$ cat config.mk
export PLATFORM = sky130hd
export DESIGN_NAME = bcc_core
export DESIGN_NICKNAME = d
export VERILOG_FILES = /design/src/rtl/bcc_core.v /design/src/rtl/bcc_qgen.v
export VERILOG_INCLUDE_DIRS = /design/src /design/src/rtl
export SDC_FILE = /design/constraint.sdc
export NUM_CORES = 1
export LEC_CHECK = 0
export BUFFER_PORTS_ARGS = -buffer_cell sky130_fd_sc_hd__buf_2
export CORE_UTILIZATION = 54
export CTS_CLUSTER_DIAMETER = 120
export DETAILED_ROUTE_END_ITERATION = 10
export PLACE_DENSITY = 0.9
export REMOVE_ABC_BUFFERS = 1
export SYNTH_ARGS = -nofsm -noshare
export SYNTH_HDL_FRONTEND = slang
export SYNTH_HIERARCHICAL = 1
export SYNTH_SLANG_ARGS = --single-unit
$ cat constraint.sdc
create_clock -name clk_in -period 4.4 [get_ports clk_in]
set_input_delay 1.1 -clock clk_in [delete_from_list [all_inputs] [get_ports clk_in]]
set_output_delay 1.1 -clock clk_in [all_outputs]
set_load 0.05 [all_outputs]
$ cat src/rtl/bcc_map.vh
`ifndef BCC_MAP_VH
`define BCC_MAP_VH
// ----------------------------------------
// opcode fields (upper bits of the word)
// ----------------------------------------
`define BCC_OP_BRZ 8'he0
`define BCC_OP_CALL_HI 7'h76
`define BCC_OP_CALL2_HI 4'hf
`define BCC_OP_CLR_HI 7'h35
// ----------------------------------------
// addressing constants
// ----------------------------------------
`define BCC_ILO_LIMIT 8'h5f
`define BCC_ACCESS_SPLIT 8'h60
`define BCC_SFR_BANK 4'hf
`define BCC_PC_STEP 21'h000002
`define BCC_RET_STEP 21'h000004
// ----------------------------------------
// quarter-cycle phase codes (one-hot)
// ----------------------------------------
`define BCC_Q1 4'h1
`define BCC_Q2 4'h2
`define BCC_Q3 4'h4
`define BCC_Q4 4'h8
`endif

$ cat src/rtl/bcc_core.v
`include "bcc_map.vh"
// How it works
// RULE1 - branch-if-zero word e0nn branches only while the zero flag is one
// RULE2 - taken branch target is incremented pc plus twice sign-extended offset
// RULE3 - branch: one cycle untaken, two taken; pc written q4; flags untouched
// RULE4 - call pushes pc plus four into the return stack top
// RULE5 - call loads 20-bit literal into pc bits 20:1; flags untouched
// RULE6 - call with s set copies working, flags, bank registers into shadows
// RULE7 - call first word holds low literal, second word 1111 plus high literal
// RULE8 - call: low literal q2, push q3, high literal and pc write q4
// RULE9 - clear op writes zero to addressed register and sets zero flag
// RULE10 - a zero selects access bank, a one uses bank select register
// RULE11 - a zero with extended set and address up to 5fh uses indexed offset
// RULE12 - taken branch or call discards prefetched word; nop cycle refills
module bcc_core #(
    parameter PC_W = 21,
    parameter DATA_W = 8
) (
    input wire clk_in,
    input wire sys_rst_in,
    input wire [15:0] instr_word_in,        // word fetched at pc
    input wire [15:0] next_word_in,         // prefetched following word
    input wire ext_set_en_in,               // extended instruction set on
    input wire [7:0] index_base_in,         // index register low byte for offset mode
    input wire [DATA_W-1:0] working_reg_in,
    input wire [DATA_W-1:0] flags_reg_in,
    output reg [PC_W-1:0] pc_out,
    output wire [3:0] phase_out,
    output reg [PC_W-1:0] return_stack_top_out,
    output reg stack_push_out,
    output reg [DATA_W-1:0] working_register_shadow_out,
    output reg [DATA_W-1:0] flags_register_shadow_out,
    output reg [3:0] bank_select_register_out,
    output reg [3:0] bank_select_shadow_out,
    output reg zero_flag_out,
    output reg zero_flag_wr_out,
    output reg data_wr_out,
    output reg [11:0] data_addr_out,
    output reg [DATA_W-1:0] data_wdata_out,
    output reg flush_out,
    output reg nop_cycle_out
);
    // ----------------------------------------
    // phase generator
    // ----------------------------------------
    wire [3:0] q;
    bcc_qgen u_qgen (
        .clk_in(clk_in),
        .sys_rst_in(sys_rst_in),
        .phase_out(q)
    );
    assign phase_out = q;

    // ----------------------------------------
    // decode
    // ----------------------------------------
    // one-hot cycle states: normal execute and pipeline refill
    localparam ST_EXEC = 2'h1;
    localparam ST_NOP = 2'h2;
    reg [1:0] state_q;
    reg [1:0] state_d;
    reg [15:0] ir_q;       // word latched at q1
    reg [7:0] lit_lo_q;    // call low literal / branch offset, read q2
    // opcode match for the three supported ops
    wire is_brz = (ir_q[15:8] == `BCC_OP_BRZ);
    wire is_call = (ir_q[15:9] == `BCC_OP_CALL_HI) && (next_word_in[15:12] == `BCC_OP_CALL2_HI); // RULE7
    wire is_clr = (ir_q[15:9] == `BCC_OP_CLR_HI);
    // operand fields of the latched word
    wire call_save = ir_q[8];
    wire clr_access = ~ir_q[8];
    wire [7:0] faddr = ir_q[7:0];
    // branch decision and jump targets
    wire taken = is_brz && zero_flag_out; // RULE1
    wire [PC_W-1:0] pc_inc = pc_out + `BCC_PC_STEP;
    wire [PC_W-1:0] offs2 = {{(PC_W-9){lit_lo_q[7]}}, lit_lo_q, 1'b0};
    wire [PC_W-1:0] br_target = pc_inc + offs2; // RULE2
    wire [19:0] call_lit = {next_word_in[11:0], lit_lo_q}; // RULE7
    wire [PC_W-1:0] call_target = {call_lit, 1'b0}; // RULE5
    // return address skips both words of the call
    wire [PC_W-1:0] ret_addr = pc_out + `BCC_RET_STEP; // RULE4

    // clear-op address selection
    reg [11:0] clr_addr;
    always @* begin
        if (!clr_access) begin
            clr_addr = {bank_select_register_out, faddr}; // RULE10
        end else if (ext_set_en_in && (faddr <= `BCC_ILO_LIMIT)) begin
            clr_addr = {4'h0, faddr + index_base_in}; // RULE11
        end else if (faddr < `BCC_ACCESS_SPLIT) begin
            clr_addr = {4'h0, faddr}; // RULE10
        end else begin
            clr_addr = {`BCC_SFR_BANK, faddr}; // RULE10
        end
    end

    // ----------------------------------------
    // cycle state
    // ----------------------------------------
    always @* begin
        state_d = state_q;
        case (state_q)
            ST_EXEC: begin
                if (q[3] && (taken || is_call)) begin
                    state_d = ST_NOP; // RULE3 RULE8 RULE12
                end
            end
            ST_NOP: begin
                if (q[3]) begin
                    state_d = ST_EXEC;
                end
            end
            default: state_d = ST_EXEC;
        endcase
    end

    // ----------------------------------------
    // cycle state register
    // ----------------------------------------
    // state_q only moves on the q4 edge, so the refill lasts a whole cycle
    always @(posedge clk_in) begin
        if (sys_rst_in) begin
            state_q <= ST_EXEC;
        end else begin
            state_q <= state_d;
        end
    end

    // ----------------------------------------
    // fetch and literal latches
    // ----------------------------------------
    // word latched at q1; a refill cycle latches an all-zero word so nothing executes
    always @(posedge clk_in) begin
        if (sys_rst_in) begin
            ir_q <= 16'h0000;
            lit_lo_q <= 8'h00;
            nop_cycle_out <= 1'b0;
        end else begin
            if (q[0]) begin
                nop_cycle_out <= (state_q == ST_NOP);
                ir_q <= (state_q == ST_NOP) ? 16'h0000 : instr_word_in; // RULE12
            end
            // low literal or branch offset captured in the second quarter
            if (q[1] && state_q == ST_EXEC) begin
                lit_lo_q <= ir_q[7:0]; // RULE8
            end
        end
    end

    // ----------------------------------------
    // return stack and shadow copies
    // ----------------------------------------
    // push lands on the q3 edge, before the pc is overwritten on q4
    always @(posedge clk_in) begin
        if (sys_rst_in) begin
            return_stack_top_out <= {PC_W{1'b0}};
            stack_push_out <= 1'b0;
            working_register_shadow_out <= {DATA_W{1'b0}};
            flags_register_shadow_out <= {DATA_W{1'b0}};
            bank_select_shadow_out <= 4'h0;
        end else begin
            stack_push_out <= 1'b0;
            if (q[2] && state_q == ST_EXEC && is_call) begin
                return_stack_top_out <= ret_addr; // RULE4 RULE8
                stack_push_out <= 1'b1;
                // shadows only move when the s bit asks for it
                if (call_save) begin
                    working_register_shadow_out <= working_reg_in; // RULE6
                    flags_register_shadow_out <= flags_reg_in; // RULE6
                    bank_select_shadow_out <= bank_select_register_out; // RULE6
                end
            end
        end
    end

    // ----------------------------------------
    // program counter and pipeline flush
    // ----------------------------------------
    // pc written on the q4 edge only; a refill cycle leaves it alone
    always @(posedge clk_in) begin
        if (sys_rst_in) begin
            pc_out <= {PC_W{1'b0}};
            flush_out <= 1'b0;
        end else begin
            flush_out <= 1'b0;
            if (q[3] && state_q == ST_EXEC) begin
                if (is_call) begin
                    pc_out <= call_target; // RULE5 RULE8
                    flush_out <= 1'b1; // RULE12
                end else if (taken) begin
                    pc_out <= br_target; // RULE2 RULE3
                    flush_out <= 1'b1; // RULE12
                end else begin
                    pc_out <= pc_inc; // RULE3
                end
            end
        end
    end

    // ----------------------------------------
    // clear-op data write and zero flag
    // ----------------------------------------
    // the bank register is not loaded by these three ops and keeps its reset value
    always @(posedge clk_in) begin
        if (sys_rst_in) begin
            bank_select_register_out <= 4'h0;
            zero_flag_out <= 1'b0;
            zero_flag_wr_out <= 1'b0;
            data_wr_out <= 1'b0;
            data_addr_out <= 12'h000;
            data_wdata_out <= {DATA_W{1'b0}};
        end else begin
            zero_flag_wr_out <= 1'b0;
            data_wr_out <= 1'b0;
            // write strobe and flag update share the q4 edge
            if (q[3] && state_q == ST_EXEC && is_clr) begin
                data_wr_out <= 1'b1; // RULE9
                data_addr_out <= clr_addr;
                data_wdata_out <= {DATA_W{1'b0}}; // RULE9
                zero_flag_out <= 1'b1; // RULE9
                zero_flag_wr_out <= 1'b1;
            end
        end
    end
endmodule // bcc_core

$ cat src/rtl/bcc_qgen.v
`include "bcc_map.vh"
// quarter-cycle phase generator: one-hot ring q1..q4
module bcc_qgen (
    input wire clk_in,
    input wire sys_rst_in,
    output reg [3:0] phase_out
);
    // ----------------------------------------
    // ring rotation
    // ----------------------------------------
    always @(posedge clk_in) begin
        if (sys_rst_in) begin
            phase_out <= `BCC_Q1;
        end else begin
            phase_out <= {phase_out[2:0], phase_out[3]};
        end
    end
endmodule // bcc_qgen

After elaboration in Yosys (flattened, before gate mapping)
Index checks and enable logic that the tools add are counted. Widths: inputs -> output; s select.

Reductions and logical operators: 13. $add $sub $neg: 4. Bitwise gates (word level): 1. Equality and inequality tests: 8. $lt $le $gt $ge: 2. Mux-type cells: 13.

Operators with widths (count): $mux 21 (2); $mux 12 (3); $add 21x2->21 const B (1); $add 21x21->21 (1); $add 21x3->21 const B (1); $mux 16 (1); $logic_and 1x1->1 (9); $add 8x8->8 (1); $eq 8x8->1 const B (1); $le 8x7->1 const B (1); $lt 8x7->1 const B (1); $eq 7x6->1 const B (1); $eq 7x7->1 const B (1); $eq 4x4->1 const B (1); $mux 1 (4); $mux 2 (2); $pmux 2 s2 (1); $reduce_and 2->1 (2); $eq 2x1->1 const B (1); $eq 2x2->1 const B (1); $ne 2x1->1 const B (1); $ne 2x2->1 const B (1); $reduce_or 2->1 (1); $logic_or 1x1->1 (1); $not 1->1 (1).

Input port bits: 59. Word-level logic and storage cells: 55. Flip-flop bits (word level): 105.

Depth between registers and ports, before layout
Depth after elaboration: 6. Mapped depth: 15. Gate-level depth less buffers: 13.

By module
Netlist, hierarchy kept.

Modules (own cells, without submodules): bcc_core (area each 5839.4 µm², times used 1, cells an instance 755, seq. area each 1921.8 µm²); bcc_qgen (area each 112.6 µm², times used 1, cells an instance 8, seq. area each 80.1 µm²).

Worst setup path after synthesis
OpenSTA, ideal clock, no wires.

Kind: register to register. Start point: register pc_out[2]. End point: register pc_out[20]. Cell stages (with the launch flop): 16. Path slack: 0.383 ns. Clock period less this slack: 4.017 ns. Arrival: 3.959 ns. Setup time: 0.058 ns. Path buffers: 2. Data required time: 4.342 ns. Path through: dfxtp_1 > ha_1 > nand3_2 > or3_1 > buf_2 > or2_0 > buf_2 > xnor2_1 > ha_1 > a21oi_1 > nor2_1 > a211o_1 > a21o_1 > a221oi_1 > mux4_2 > nand2_1.

Longest elaborated chain between the ends: 4.

Ends and longest elaborated chain: start, declared (line bcc_core.v:27) `output reg [PC_W-1:0] pc_out,`; start signal, assigned (line bcc_core.v:181) `pc_out <= {PC_W{1'b0}};`; start signal, assigned (line bcc_core.v:187) `pc_out <= call_target;`; start signal, assigned (line bcc_core.v:190) `pc_out <= br_target;`; $add 21x2->21 (no source line) *; $add 21x21->21 (line bcc_core.v:76) `wire [PC_W-1:0] br_target = pc_inc + offs2;`; $mux 21 * (line bcc_core.v:189) `end else if (taken) begin`; $mux 21 * (line bcc_core.v:186) `if (is_call) begin`.

Every way passes the cells marked *; elsewhere a longest branch is shown, timed or not. A chain may end at the register's enable or synchronous reset.

Worst setup path in the final report
Ends and elaborated chain as after synthesis.

==> flow_summary.toml <==
[sta]
max_freq_mhz = 256
fin_tns_setup_ps = 0
worst_slew_pin_slew_ps = 864
finalCriticalPeriod_ps = 3910
rsz0062_at_grt = "false"
slew_headroom = 0.423
timing.final.max_slew_violations = 0
hold_slack_ps = 454
hold_viol_final = 0
setup_viol = 0
skew_ps = 13.0
period_share = 0.888
setup_slack_ps = 494

[cts]
htreeDepth = 3
insertion_delay_ps = 370
clock-sinks = 100
cts_root_buffer = "clkbuf_8"
clock_path_buffers = 2
postCtsHoldBufs = 0
cts_tree = "built"
numCtsBuffers = 9
post_cts_buffers = 0
cts.clk_slew.worst_paths_ps = 90
post_cts_resized = 0

[synthesis]
synth_top_area_share = 0.336
ys_warn_count = 6
syn_area_per_cell_um2 = 7.80
synth_top_cell_by_area = "dfxtp_1"
synthFlopType = "dfxtp_1"
ys_seq_area_frac = 0.336
syn_area_um2 = 5950
netlist_instances = 763
synth_area_leaders = "dfxtp_1 34%, ha_1 6.7%, a21oi_1 6.3%"
async_reset_ff_frac = 0
ys_ff_latch = 100
ys_types = 59
synth-edff-count = 0

[power]
vdd_drop_max_uv = 182
power.total_mw = 1.81
p_leak_nw = 2.99
power_density_nw_per_um2 = 267

[floorplanning]
die_x_um = 107
die_h_um = 107
placementRows = 37
dieArea_um2 = 11400
start_util = 0.566
fp.coreArea_um2 = 10500
pin_count = 155

[grt]
overflow = 0
grt_pass1_wl_um = 25200
grt_max_degree = 55
track_usage = 0.274
grt_pass1_vias = 5330
antenna_found_initial = 0

[setup_path]
cp-end-kind = "flip-flop"
cp.required_ps = 4720
arrival_ps = 4220
cp_max_fo = 7
cpMaxStageDelayCell = "a2111oi_0"
setup.worst_path.start_class = "flip-flop"
crit_top_cell = "ha_1"
criticalPathCategory = "flip-flop to flip-flop"
crit_family = "compound AO/OA/AOI/OAI gates"
path_buf_inv = 0
cpPeakStageDelay_ps = 550
cp_cell_sequence = "ha_1, nand3_2, or3_1, nor2_1, xor2_1, ha_1, a2111oi_0, a31oi_1, a221oi_1, mux4_2, nand2_1"

[route]
avgViaCountPerCell = 5.73
totalWireLength_um = 15300
first_pass_iters = 6
post-route-drc-count = 0
antenna_left = 0
via_count = 5749
drt_iter0_drc = 417
wire_per_inst_um = 15.2

[finish]
diodes = 0
final.fill_count = 906
drive_above_1_share = 0.195
final_nets = 957
syn_to_final_growth_pct = 13.8

[place]
dp_slack_ps = 549
gp_congestion = 0.985
dp_hpwl_um = 11100
portBuffers = 136

[worst_hold_path]
hold_class = "flip-flop to flip-flop"

[status]
outcome = "complete, no violations"

[job]
cap_violations = 0
flip-flops by register name (all words and copies together), names as in the netlist, 2 cells and up:
name and cells:
working_register_shadow_out 8, return_stack_top_out 20, state_q 2, u_qgen/phase_out 4
lit_lo_q 8, flags_register_shadow_out 8, pc_out 20, ir_q 16
data_addr_out 9
cell families (layout without fill, tap and decap cells):
group,after synthesis,after routing,share of synthesized area
simple gates,302,302,0.237
compound gates,191,191,0.204
flops,100,100,0.336
buf+inv,85,172,0.0721
xor+xnor,47,47,0.0692
fa+ha+maj,34,34,0.0740
mux,3,3,0.00715
other cells,1,18,0.000630
worst min-delay path: stages (launching register included):
cell and delay, ps:
dfxtp_1 310, nand2_1 50, a21oi_1 50
power breakdown:
group | switching (mW) | total, mW | internal, mW
clock network | 0.329 | 0.647 | 0.318
logic | 0.142 | 0.214 | 0.0715
registers | 0.0257 | 0.946 | 0.921
worst paths after layout:
| check | from | end | slack, ps | cells past startpoint |
|---|---|---|---|---|
| setup / recovery | pc_out[2]$_SDFFE_PP0P_ | pc_out[20]$_SDFFE_PP0P_ | 490 | 11 |
| hold reg to reg | working_register_shadow_out[6]$_SDFFE_PP0P_ | working_register_shadow_out[6]$_SDFFE_PP0P_ | 450 | 2 |
| setup reg to reg | pc_out[2]$_SDFFE_PP0P_ | pc_out[20]$_SDFFE_PP0P_ | 490 | 11 |
| hold / removal | working_register_shadow_out[6]$_SDFFE_PP0P_ | working_register_shadow_out[6]$_SDFFE_PP0P_ | 450 | 2 |
placed cells by master, fill, tap and decap left out, drive strengths merged, types with 26 or more instances in the layout:
| cell type | instances |
|---|---|
| buf | 147 |
| nand2 | 91 |
| ha | 32 |
| o21ai | 27 |
| a21oi | 75 |
| dfxtp | 100 |
| a211oi | 26 |
| nor2 | 88 |
| nand3 | 27 |
| nor3 | 26 |
cell usage after synthesis, types with 6 or more instances:
| master | instances |
|---|---|
| dfxtp_1 | 100 |
| nand2_1 | 91 |
| nor2_1 | 88 |
| a21oi_1 | 75 |
| clkbuf_1 | 37 |
| ha_1 | 32 |
| o21ai_0 | 27 |
| a211oi_1 | 26 |
| nand3_1 | 26 |
| nor3_1 | 26 |
| xor2_1 | 25 |
| buf_4 | 24 |
| xnor2_1 | 22 |
| nor2b_1 | 20 |
| inv_1 | 11 |
| o211ai_1 | 10 |
| or3_1 | 10 |
| buf_2 | 9 |
| a21o_1 | 8 |
| and3_1 | 8 |
| nand4_1 | 7 |
| a31oi_1 | 6 |
final cells by class:
type	instances	area (um2)	share of cell area
sequential	100	2000	0.296
timing repair buffer	147	763	0.113
inverter	11	41.3	0.00610
multi-input combinational	595	3580	0.529
clock inverter	5	86.3	0.0127
clock buffer	9	124	0.0183
tap	136	170	0.0251
per-layer routing:
| metal | GRT usage | vias up | part of all wire |
|---|---|---|---|
| li1 | - | 2845 | - |
| met5 | 0 | - | 0 |
| met2 | 0.449 | 250 | 0.47 |
| met3 | 0.0590 | 30 | 0.075 |
| met4 | 0.0871 | 0 | 0.020 |
| met1 | 0.359 | 2624 | 0.44 |
through the flow:
stage | cell area (um2) | cells | utilization
final | 6770 | 1003 | 0.644
after global routing | 6770 | 1003 | 0.644
after CTS | 6770 | 1003 | 0.644
after detailed placement | 6560 | 989 | 0.624
after global placement | 6560 | 989 | 0.624
after floorplan | 5630 | 706 | -
(Power assumes the default switching activity.)
